$ cat src/inc/seg_decoder_pkg.sv
// Purpose: Shared constants and types for the four-digit segment decoder and its source.
// Assumes: 40 MHz sys_clk; all times converted to clock cycles here.
// Notes: The oscillator is modelled as a clock-enable divider off sys_clk.
package seg_decoder_pkg;

    localparam int unsigned CLK_HZ = 40_000_000;
    localparam int unsigned NUM_DIGITS = 4;
    localparam int unsigned SEG_W = 7;

    // Internal oscillator near 16 kHz, backplane is oscillator divided by 128
    // One divider tick per full oscillator period, not per half period
    localparam int unsigned OSC_HZ = 16_000;
    localparam int unsigned OSC_CYCLES = CLK_HZ / OSC_HZ;
    localparam int unsigned BP_DIVIDE = 128;
    localparam int unsigned BP_HZ = 125;

    // Least low time on the oscillator input that counts as a disable
    localparam int unsigned OSC_LOW_MIN_NS = 1000;
    localparam int unsigned OSC_LOW_CYCLES = (OSC_LOW_MIN_NS * (CLK_HZ / 1_000_000) + 999) / 1000;

    // Least width of a digit-select strobe from the source
    localparam int unsigned SELECT_PULSE_MIN_NS = 1000;
    localparam int unsigned SELECT_PULSE_MIN_CYCLES =
        (SELECT_PULSE_MIN_NS * (CLK_HZ / 1_000_000) + 999) / 1000;

    // Counter widths
    localparam int unsigned OSC_CNT_W = 12;
    localparam int unsigned BP_CNT_W = 7;
    localparam int unsigned LOW_CNT_W = 6;
    localparam int unsigned STB_CNT_W = 6;

    localparam logic [OSC_CNT_W-1:0] OSC_CNT_LAST = OSC_CNT_W'(OSC_CYCLES - 1);
    localparam logic [LOW_CNT_W-1:0] LOW_CNT_LAST = LOW_CNT_W'(OSC_LOW_CYCLES);
    localparam logic [STB_CNT_W-1:0] STB_CNT_LAST = STB_CNT_W'(SELECT_PULSE_MIN_CYCLES - 1);

    // Reset values
    localparam logic [SEG_W-1:0] SEG_RESET = 7'h00;
    localparam logic BP_OE_RESET = 1'b1;

    // Segment pattern order: bit 0 = a ... bit 6 = g, high means lit
    typedef logic [SEG_W-1:0] seg_t;

    // Source sequencer states
    typedef enum logic [2:0] {
        SRC_IDLE = 3'b001,
        SRC_STROBE = 3'b010,
        SRC_GAP = 3'b100
    } src_state_t;

endpackage

$ cat src/inc/seg_link_if.sv
// Purpose: Pins between the digit source and the segment decoder.
// Assumes: One clock domain; backplane pin not carried here, the bench resolves it from the enable.
// Notes: A second master may drive ext_bp when the decoder is a slave.
`timescale 1ns/10ps
`default_nettype none
interface seg_link_if;
    logic code_in_weight1;
    logic code_in_weight2;
    logic code_in_weight4;
    logic code_in_weight8;
    logic digit_select_lsd;
    logic digit_select_second;
    logic digit_select_third;
    logic digit_select_msd;

    modport device (
        input code_in_weight1, code_in_weight2, code_in_weight4, code_in_weight8,
        input digit_select_lsd, digit_select_second, digit_select_third, digit_select_msd
    );
    modport source (
        output code_in_weight1, code_in_weight2, code_in_weight4, code_in_weight8,
        output digit_select_lsd, digit_select_second, digit_select_third, digit_select_msd
    );
endinterface
`default_nettype wire

$ cat src/design/seg_decoder.sv
// Purpose: Four-digit seven-segment LCD decoder with backplane master/slave drive.
// Assumes: Pins synchronous to sys_clk; oscillator emulated by dividing sys_clk.
// Notes: Segment outputs toggle with the backplane; lit segments run inverted.
// Port notes
// sys_clk, reset_n: one clock domain, asynchronous active-low reset
// link: four code bits and four digit selects, all level inputs
// osc_input: level for the disable filter only, divider runs free; a long low makes a slave
// backplane_pin_in: resolved backplane wire, read only in slave mode
// backplane_pin_out, backplane_pin_oe: own wave and its drive enable
// seg_out: digit d owns bits d*7+6 down to d*7, bit 0 is segment a
// slave_mode: high while the oscillator input is held low
//
// Timing
// A select sampled high loads that digit latch at the same edge.
// Master mode: seg_out shows the new pattern one edge later.
// Slave mode: the pin is registered first, so seg_out trails it by two.
// In master mode backplane and segments leave one register stage together, so no
// skew between them can put a DC term across the glass.
// A select shorter than 1 us still loads, since the latch takes the
// pattern at the first edge; the source keeps the full width anyway.
// Reset clears every latch, so all digits come up blank.
//
// Limitations
// The RC oscillator is a counter on sys_clk; its rate cannot be trimmed.
// An external clock on osc_input is not used as a clock; it only counts
// as a level for the disable filter.
// The slave path follows the pin level only; edge rate is up to whoever
// drives the shared backplane wire.
// The master wave starts low after reset and first rises after 64 ticks.
// More than four devices on one backplane want an external source.
`timescale 1ns/10ps
`default_nettype none
module seg_decoder (
    input wire logic sys_clk,
    input wire logic reset_n,
    seg_link_if.device link,
    input wire logic osc_input,
    input wire logic backplane_pin_in,
    output logic backplane_pin_out,
    output logic backplane_pin_oe,
    output logic [seg_decoder_pkg::NUM_DIGITS*seg_decoder_pkg::SEG_W-1:0] seg_out,
    output logic slave_mode
);
    import seg_decoder_pkg::*;

    // Link pins gathered into a code and a select mask
    logic [3:0] code;
    logic [3:0] sel;

    // Decode result and the four digit latches
    seg_t pattern;
    seg_t latch_q [NUM_DIGITS];

    // Oscillator, backplane divider and disable filter state
    logic [OSC_CNT_W-1:0] osc_cnt_q;
    logic osc_tick;
    logic [BP_CNT_W-1:0] bp_cnt_q;
    logic [LOW_CNT_W-1:0] low_cnt_q;

    // Registered copy of the external backplane and the wave in use
    logic bp_in_q;
    logic bp_wave;

    assign code = {link.code_in_weight8, link.code_in_weight4,
                   link.code_in_weight2, link.code_in_weight1};
    assign sel = {link.digit_select_msd, link.digit_select_third,
                  link.digit_select_second, link.digit_select_lsd};

    // Decode table, bit 0 = segment a up to bit 6 = segment g
    //      a
    //    f   b
    //      g
    //    e   c
    //      d
    // Fixed in hardware, so every code has one defined pattern
    always_comb begin
        unique case (code)
            4'h0: pattern = 7'h3F;
            4'h1: pattern = 7'h06;
            4'h2: pattern = 7'h5B;
            4'h3: pattern = 7'h4F;
            4'h4: pattern = 7'h66;
            4'h5: pattern = 7'h6D;
            4'h6: pattern = 7'h7D;
            4'h7: pattern = 7'h07;
            4'h8: pattern = 7'h7F;
            4'h9: pattern = 7'h6F;
            4'hA: pattern = 7'h40; // Dash
            4'hB: pattern = 7'h79; // E
            4'hC: pattern = 7'h76; // H
            4'hD: pattern = 7'h38; // L
            4'hE: pattern = 7'h73; // P
            4'hF: pattern = 7'h00; // Blank
        endcase
    end

    // Digit latches, loaded at each edge a select is high
    // Several selects load the same pattern; an idle select holds
    for (genvar d = 0; d < NUM_DIGITS; d++) begin : g_digit
        always_ff @(posedge sys_clk or negedge reset_n) begin
            if (!reset_n) begin
                latch_q[d] <= SEG_RESET;
            end else if (sel[d]) begin
                latch_q[d] <= pattern;
            end
        end
    end

    // Emulated RC oscillator: one tick per period at about 16 kHz
    // Ticking on half periods would double the backplane rate
    always_ff @(posedge sys_clk or negedge reset_n) begin
        if (!reset_n) begin
            osc_cnt_q <= '0;
        end else if (osc_cnt_q == OSC_CNT_LAST) begin
            osc_cnt_q <= '0;
        end else begin
            osc_cnt_q <= osc_cnt_q + 1'b1;
        end
    end
    assign osc_tick = (osc_cnt_q == OSC_CNT_LAST);

    // Divider by 128 of the oscillator; MSB is the backplane wave
    // The MSB spends 64 ticks high and 64 low, a 50 percent wave
    always_ff @(posedge sys_clk or negedge reset_n) begin
        if (!reset_n) begin
            bp_cnt_q <= '0;
        end else if (osc_tick) begin
            bp_cnt_q <= bp_cnt_q + 1'b1;
        end
    end

    // Disable detect: only a low lasting more than 1 us enters slave mode
    // Saturating counter; any high sample clears it and the mode
    // Pulses of up to 40 cycles never reach the threshold
    always_ff @(posedge sys_clk or negedge reset_n) begin
        if (!reset_n) begin
            low_cnt_q <= '0;
            slave_mode <= 1'b0;
        end else if (osc_input) begin
            low_cnt_q <= '0;
            slave_mode <= 1'b0;
        end else if (low_cnt_q == LOW_CNT_LAST) begin
            slave_mode <= 1'b1;
        end else begin
            low_cnt_q <= low_cnt_q + 1'b1;
        end
    end

    // Register the external backplane so outputs stay flop-driven
    // The wire may come from another device, so take it on an edge
    always_ff @(posedge sys_clk or negedge reset_n) begin
        if (!reset_n) begin
            bp_in_q <= 1'b0;
        end else begin
            bp_in_q <= backplane_pin_in;
        end
    end

    // Master drives own wave; slave follows the registered pin
    // Master wave is used unregistered here, matching the pin stage
    assign bp_wave = slave_mode ? bp_in_q : bp_cnt_q[BP_CNT_W-1];

    // Pin drive: own wave always, enable dropped in slave mode
    // The enable trails slave_mode by one edge
    always_ff @(posedge sys_clk or negedge reset_n) begin
        if (!reset_n) begin
            backplane_pin_out <= 1'b0;
            backplane_pin_oe <= BP_OE_RESET;
        end else begin
            backplane_pin_out <= bp_cnt_q[BP_CNT_W-1];
            backplane_pin_oe <= ~slave_mode;
        end
    end

    // Segments XOR backplane; same register stage as the backplane pin
    // XOR gives in-phase drive for off, antiphase for on
    // A blank digit still toggles with the backplane, so no DC term
    for (genvar d = 0; d < NUM_DIGITS; d++) begin : g_seg
        always_ff @(posedge sys_clk or negedge reset_n) begin
            if (!reset_n) begin
                seg_out[d*SEG_W +: SEG_W] <= SEG_RESET;
            end else begin
                seg_out[d*SEG_W +: SEG_W] <= latch_q[d] ^ {SEG_W{bp_wave}};
            end
        end
    end

endmodule
`default_nettype wire

$ cat src/flat_wrapper.sv
// flat-port wrapper written by rule: the top's interface ports become plain ports
module seg_decoder_flat import seg_decoder_pkg::*;
  (sys_clk, reset_n, osc_input, backplane_pin_in, backplane_pin_out, backplane_pin_oe, seg_out, slave_mode, link_code_in_weight1, link_code_in_weight2, link_code_in_weight4, link_code_in_weight8, link_digit_select_lsd, link_digit_select_second, link_digit_select_third, link_digit_select_msd);
  seg_link_if link_i ();
  input wire logic sys_clk;
  input wire logic reset_n;
  input wire logic osc_input;
  input wire logic backplane_pin_in;
  output logic backplane_pin_out;
  output logic backplane_pin_oe;
  output logic [seg_decoder_pkg::NUM_DIGITS*seg_decoder_pkg::SEG_W-1:0] seg_out;
  output logic slave_mode;
  input wire logic [$bits(link_i.code_in_weight1)-1:0] link_code_in_weight1;
  input wire logic [$bits(link_i.code_in_weight2)-1:0] link_code_in_weight2;
  input wire logic [$bits(link_i.code_in_weight4)-1:0] link_code_in_weight4;
  input wire logic [$bits(link_i.code_in_weight8)-1:0] link_code_in_weight8;
  input wire logic [$bits(link_i.digit_select_lsd)-1:0] link_digit_select_lsd;
  input wire logic [$bits(link_i.digit_select_second)-1:0] link_digit_select_second;
  input wire logic [$bits(link_i.digit_select_third)-1:0] link_digit_select_third;
  input wire logic [$bits(link_i.digit_select_msd)-1:0] link_digit_select_msd;
  assign link_i.code_in_weight1 = link_code_in_weight1;
  assign link_i.code_in_weight2 = link_code_in_weight2;
  assign link_i.code_in_weight4 = link_code_in_weight4;
  assign link_i.code_in_weight8 = link_code_in_weight8;
  assign link_i.digit_select_lsd = link_digit_select_lsd;
  assign link_i.digit_select_second = link_digit_select_second;
  assign link_i.digit_select_third = link_digit_select_third;
  assign link_i.digit_select_msd = link_digit_select_msd;
  seg_decoder u_core (.sys_clk(sys_clk), .reset_n(reset_n), .link(link_i), .osc_input(osc_input), .backplane_pin_in(backplane_pin_in), .backplane_pin_out(backplane_pin_out), .backplane_pin_oe(backplane_pin_oe), .seg_out(seg_out), .slave_mode(slave_mode));
endmodule
$ cat config.mk
export PLATFORM = sky130hd
export DESIGN_NAME = seg_decoder_flat
export DESIGN_NICKNAME = d
export VERILOG_FILES = /design/src/inc/seg_decoder_pkg.sv /design/src/inc/seg_link_if.sv /design/src/design/seg_decoder.sv /design/src/flat_wrapper.sv
export SDC_FILE = /design/constraint.sdc
export NUM_CORES = 1
export LEC_CHECK = 0
export BUFFER_PORTS_ARGS = -buffer_cell sky130_fd_sc_hd__clkbuf_2
export CORE_ASPECT_RATIO = 0.6
export CORE_MARGIN = 1
export CORE_UTILIZATION = 50
export CTS_CLUSTER_SIZE = 16
export DETAILED_ROUTE_END_ITERATION = 6
export PLACE_DENSITY = 0.73
export SYNTH_ARGS = -nofsm -noshare
export SYNTH_HDL_FRONTEND = slang
export SYNTH_SLANG_ARGS = --single-unit
$ cat constraint.sdc
create_clock -name sys_clk -period 3.12 [get_ports sys_clk]
set_input_delay 0.468 -clock sys_clk [delete_from_list [all_inputs] [get_ports sys_clk]]
set_output_delay 0.468 -clock sys_clk [all_outputs]
set_load 0.02 [all_outputs]
==> results.sh <==
export IMPL_critPathKind="reg2reg"
export IMPL_antenna_found_initial=0
export IMPL_fin_crit_ns=2.17
export IMPL_relSlewSlack_pct=31.3
export IMPL_gr_usage_met3_pct=7.24
export IMPL_num_antenna_cells=0
export IMPL_skew_ns=0.00552
export IMPL_drt_wl_total_um=6070
export IMPL_reg2reg_depth=3
export IMPL_grt_busiest_layer="met1"
export IMPL_num_io_pins=43
export IMPL_met2_usage_pct=24.4
export IMPL_crit_end="u_core.bp_cnt_q[1]$_DFFE_PN0N_"
export IMPL_ys_seq_area_share_pct=61.2
export IMPL_drtIter0Drc=102
export IMPL_start_kind="flip-flop"
export IMPL_synth_cell_types=34
export IMPL_fill_cells=540
export IMPL_end_kind="flip-flop"
export IMPL_drt_pass1_iter_count=4
export IMPL_clock_latency_ns=0.33
export IMPL_design_core_area_um2=6710
export IMPL_setup_ws_ns=0.945
export IMPL_leakage_nw=1.83
export IMPL_grt_overflow=0
export IMPL_postRouteAntennaNets=0
export IMPL_ys_ff_latch=85
export IMPL_post_synth_top_count_cell="dfrtp_1"
export IMPL_setup_violations=0
export IMPL_netlist_area_um2=3480
export IMPL_syn_to_final_growth_pct=17.6
export IMPL_crit_arrival_ns=2.40
export IMPL_final_cells=416
export IMPL_r2r_setup_slack_ns=0.95
export IMPL_fp_dieW_um=110
export IMPL_route_detailed_wl_per_inst_um=14.6
export IMPL_synth_cells=280
export IMPL_finalSetupTns_ns=0
export IMPL_final_area_um2=4090
export IMPL_rsz0062_at_grt="no"
export IMPL_multi_input_area_um2=1280
export IMPL_hold_viol=0
export IMPL_outcome="completed"
export IMPL_fin_nets=347
export IMPL_start_util_pct=51.9
export IMPL_fmax_ghz=0.460
export IMPL_dpl_worst_slack_ns=0.969
export IMPL_io_buffers=42
export IMPL_crit_fanout=14
export IMPL_maxSlewViolCount=0
export IMPL_cts_root_buffer="clkbuf_16"
export IMPL_avgSynthCellArea_um2=12.4
export IMPL_yosys_top_cells_count="dfrtp_1 (84), xnor2_1 (42), nor2_1 (33)"
export IMPL_synth_flop_cell="dfrtp_1"
export IMPL_tightest_slew_ns=1.03
export IMPL_viasPerCell=4.96
export IMPL_required_ns=3.34
export IMPL_grt_max_degree=86
export IMPL_grt_total_usage_pct=19.3
export IMPL_synth_edf_count=0
export IMPL_placement_cell_area_um2=3770
export IMPL_finalCritPeriodShare_pct=69.7
export IMPL_cts_buffer_depth=2
export IMPL_drc=0
export IMPL_dp_cells=400
export IMPL_regArea_um2=2130
export IMPL_ctsResizeCount=0
export IMPL_cts_buffers=9
export IMPL_clk_pin_slew_ns=0.06
export IMPL_grt_pass1_vias=1977
export IMPL_htree_levels=3
export IMPL_dp_hpwl_um=4000
export IMPL_hold_class="in2reg"
export IMPL_drive_gt1_share_pct=23.4
export IMPL_grtUsageMet1_pct=29.4
export IMPL_cts_setup_buffers=0
export IMPL_drv_cap=0
export IMPL_synth_area_leaders="dfrtp_1 (60%), xnor2_1 (11%), mux2_2 (5.2%)"
export IMPL_vdd_drop_max_mv=0.519
export IMPL_cp_startpoint="u_core.osc_cnt_q[4]$_DFF_PN0_"
export IMPL_dieHeight_um=66.6
export IMPL_clock_sinks=85
export IMPL_yosys_warnings=0
export IMPL_reg2reg_to="u_core.bp_cnt_q[1]$_DFFE_PN0N_"
export IMPL_synth_nets=303
export IMPL_p_total_mw=2.66
export IMPL_synthArstFlopShare_pct=100
export IMPL_r2r_start="u_core.osc_cnt_q[4]$_DFF_PN0_"
export IMPL_die_area_um2=7300
export IMPL_synth_top_area_share_pct=60.4
export IMPL_cts_hold_buf=0
export IMPL_grt_pass1_wl_um=10100
export IMPL_cellPowerDensity_nw_per_um2=649
export IMPL_yosys_area_top_type="dfrtp_1"
export IMPL_rows=23
export IMPL_cts_tree="yes"
export IMPL_routabilityCongestion=0.851
export IMPL_vias=2065
[metrics by stage]
step                      hold WS, ns  utilization (%)
after floorplan                 0.172                -
after detailed placement        0.459             56.3
final                           0.241             61.0
after global placement          0.448             56.3
after global routing            0.234             61.0
after CTS                       0.226             61.0
[layer usage]
layer / share of wire, % / routed length, um / vias to the layer above
met5: 0 / 0 / -
met4: 1.5 / 88 / 0
met3: 5.4 / 328 / 8
met2: 40 / 2400 / 46
met1: 53 / 3250 / 996
li1: - / - / 1015
[cells in the final DEF (no fill, tap or decap), types with 2 or more instances in the layout]
cell type / synthesis / layout
a211oi_1: 2 / 2
a21oi_1: 22 / 22
and3_1: 3 / 3
buf_4: 0 / 2
bufinv_16: 0 / 2
clkbuf_1: 6 / 3
clkbuf_16: 0 / 9
clkbuf_2: 0 / 41
dfrtp_1: 84 / 84
ha_1: 11 / 11
inv_1: 9 / 9
mux2_2: 16 / 16
nand2_1: 6 / 6
nand3_1: 6 / 6
nand4_1: 6 / 6
nor2_1: 33 / 33
nor3_1: 3 / 3
o21ai_0: 6 / 6
xnor2_1: 42 / 42
xor2_1: 5 / 5
[state kept, by name (all words and copies together), names as in the netlist]
name                      flops
u_core.bp_in_q                1
u_core.backplane_pin_out      1
u_core.osc_cnt_q             12
u_core.backplane_pin_oe       1
u_core.seg_out               28
u_core.latch_q               28
u_core.low_cnt_q              6
u_core.slave_mode             1
u_core.bp_cnt_q               7
[worst min path at each step]
stage                                              end                            from  cells past startpoint  slack, ns
floorplan           u_core.backplane_pin_out$_DFF_PN0_                         reset_n                      0       0.17
global placement          u_core.seg_out[27]$_DFF_PN0_   u_core.latch_q[6]$_DFFE_PN0P_                      1       0.45
detailed placement        u_core.seg_out[20]$_DFF_PN0_  u_core.latch_q[13]$_DFFE_PN0P_                      1       0.46
CTS                           u_core.bp_in_q$_DFF_PN0_                backplane_pin_in                      1       0.23
global route                  u_core.bp_in_q$_DFF_PN0_                backplane_pin_in                      1       0.23
finish                        u_core.bp_in_q$_DFF_PN0_                backplane_pin_in                      1       0.24
[logic make-up (layout without fill, tap and decap cells)]
| family | Yosys count | count (layout) | share of synthesized area [%] |
|---|---|---|---|
| AND/OR/NAND/NOR | 67 | 67 | 9.75 |
| flip-flops | 85 | 85 | 61.2 |
| AO/OA/AOI/OAI | 33 | 33 | 5.18 |
| XOR/XNOR | 47 | 47 | 11.8 |
| buffers and inverters | 19 | 68 | 2.34 |
| multiplexers | 18 | 18 | 5.76 |
| adder cells (fa/ha/maj) | 11 | 11 | 3.96 |
[final cells by class]
| cell class | instances | share of cell area (%) |
|---|---|---|
| flip-flops and latches | 85 | 52.0 |
| multi-input cells | 176 | 31.3 |
| clock buffers | 13 | 6.12 |
| repair buffers | 43 | 5.38 |
| well taps | 87 | 2.66 |
| clock inverters | 3 | 1.68 |
| inverters | 9 | 0.826 |
[report_power, final]
part / leakage (nW) / internal [mW] / total (mW) / switching (mW)
logic: 0.673 / 0.110 / 0.279 / 0.169
clock network: 0.154 / 0.725 / 1.13 / 0.403
registers: 1.00 / 1.20 / 1.25 / 0.0494
[critical path: stages, from the launching register on]
cell and delay [ns]:
dfrtp_1 0.42, or4b_4 0.57, nor4_4 0.67, mux2_2 0.41
(Power assumes the default switching activity.)
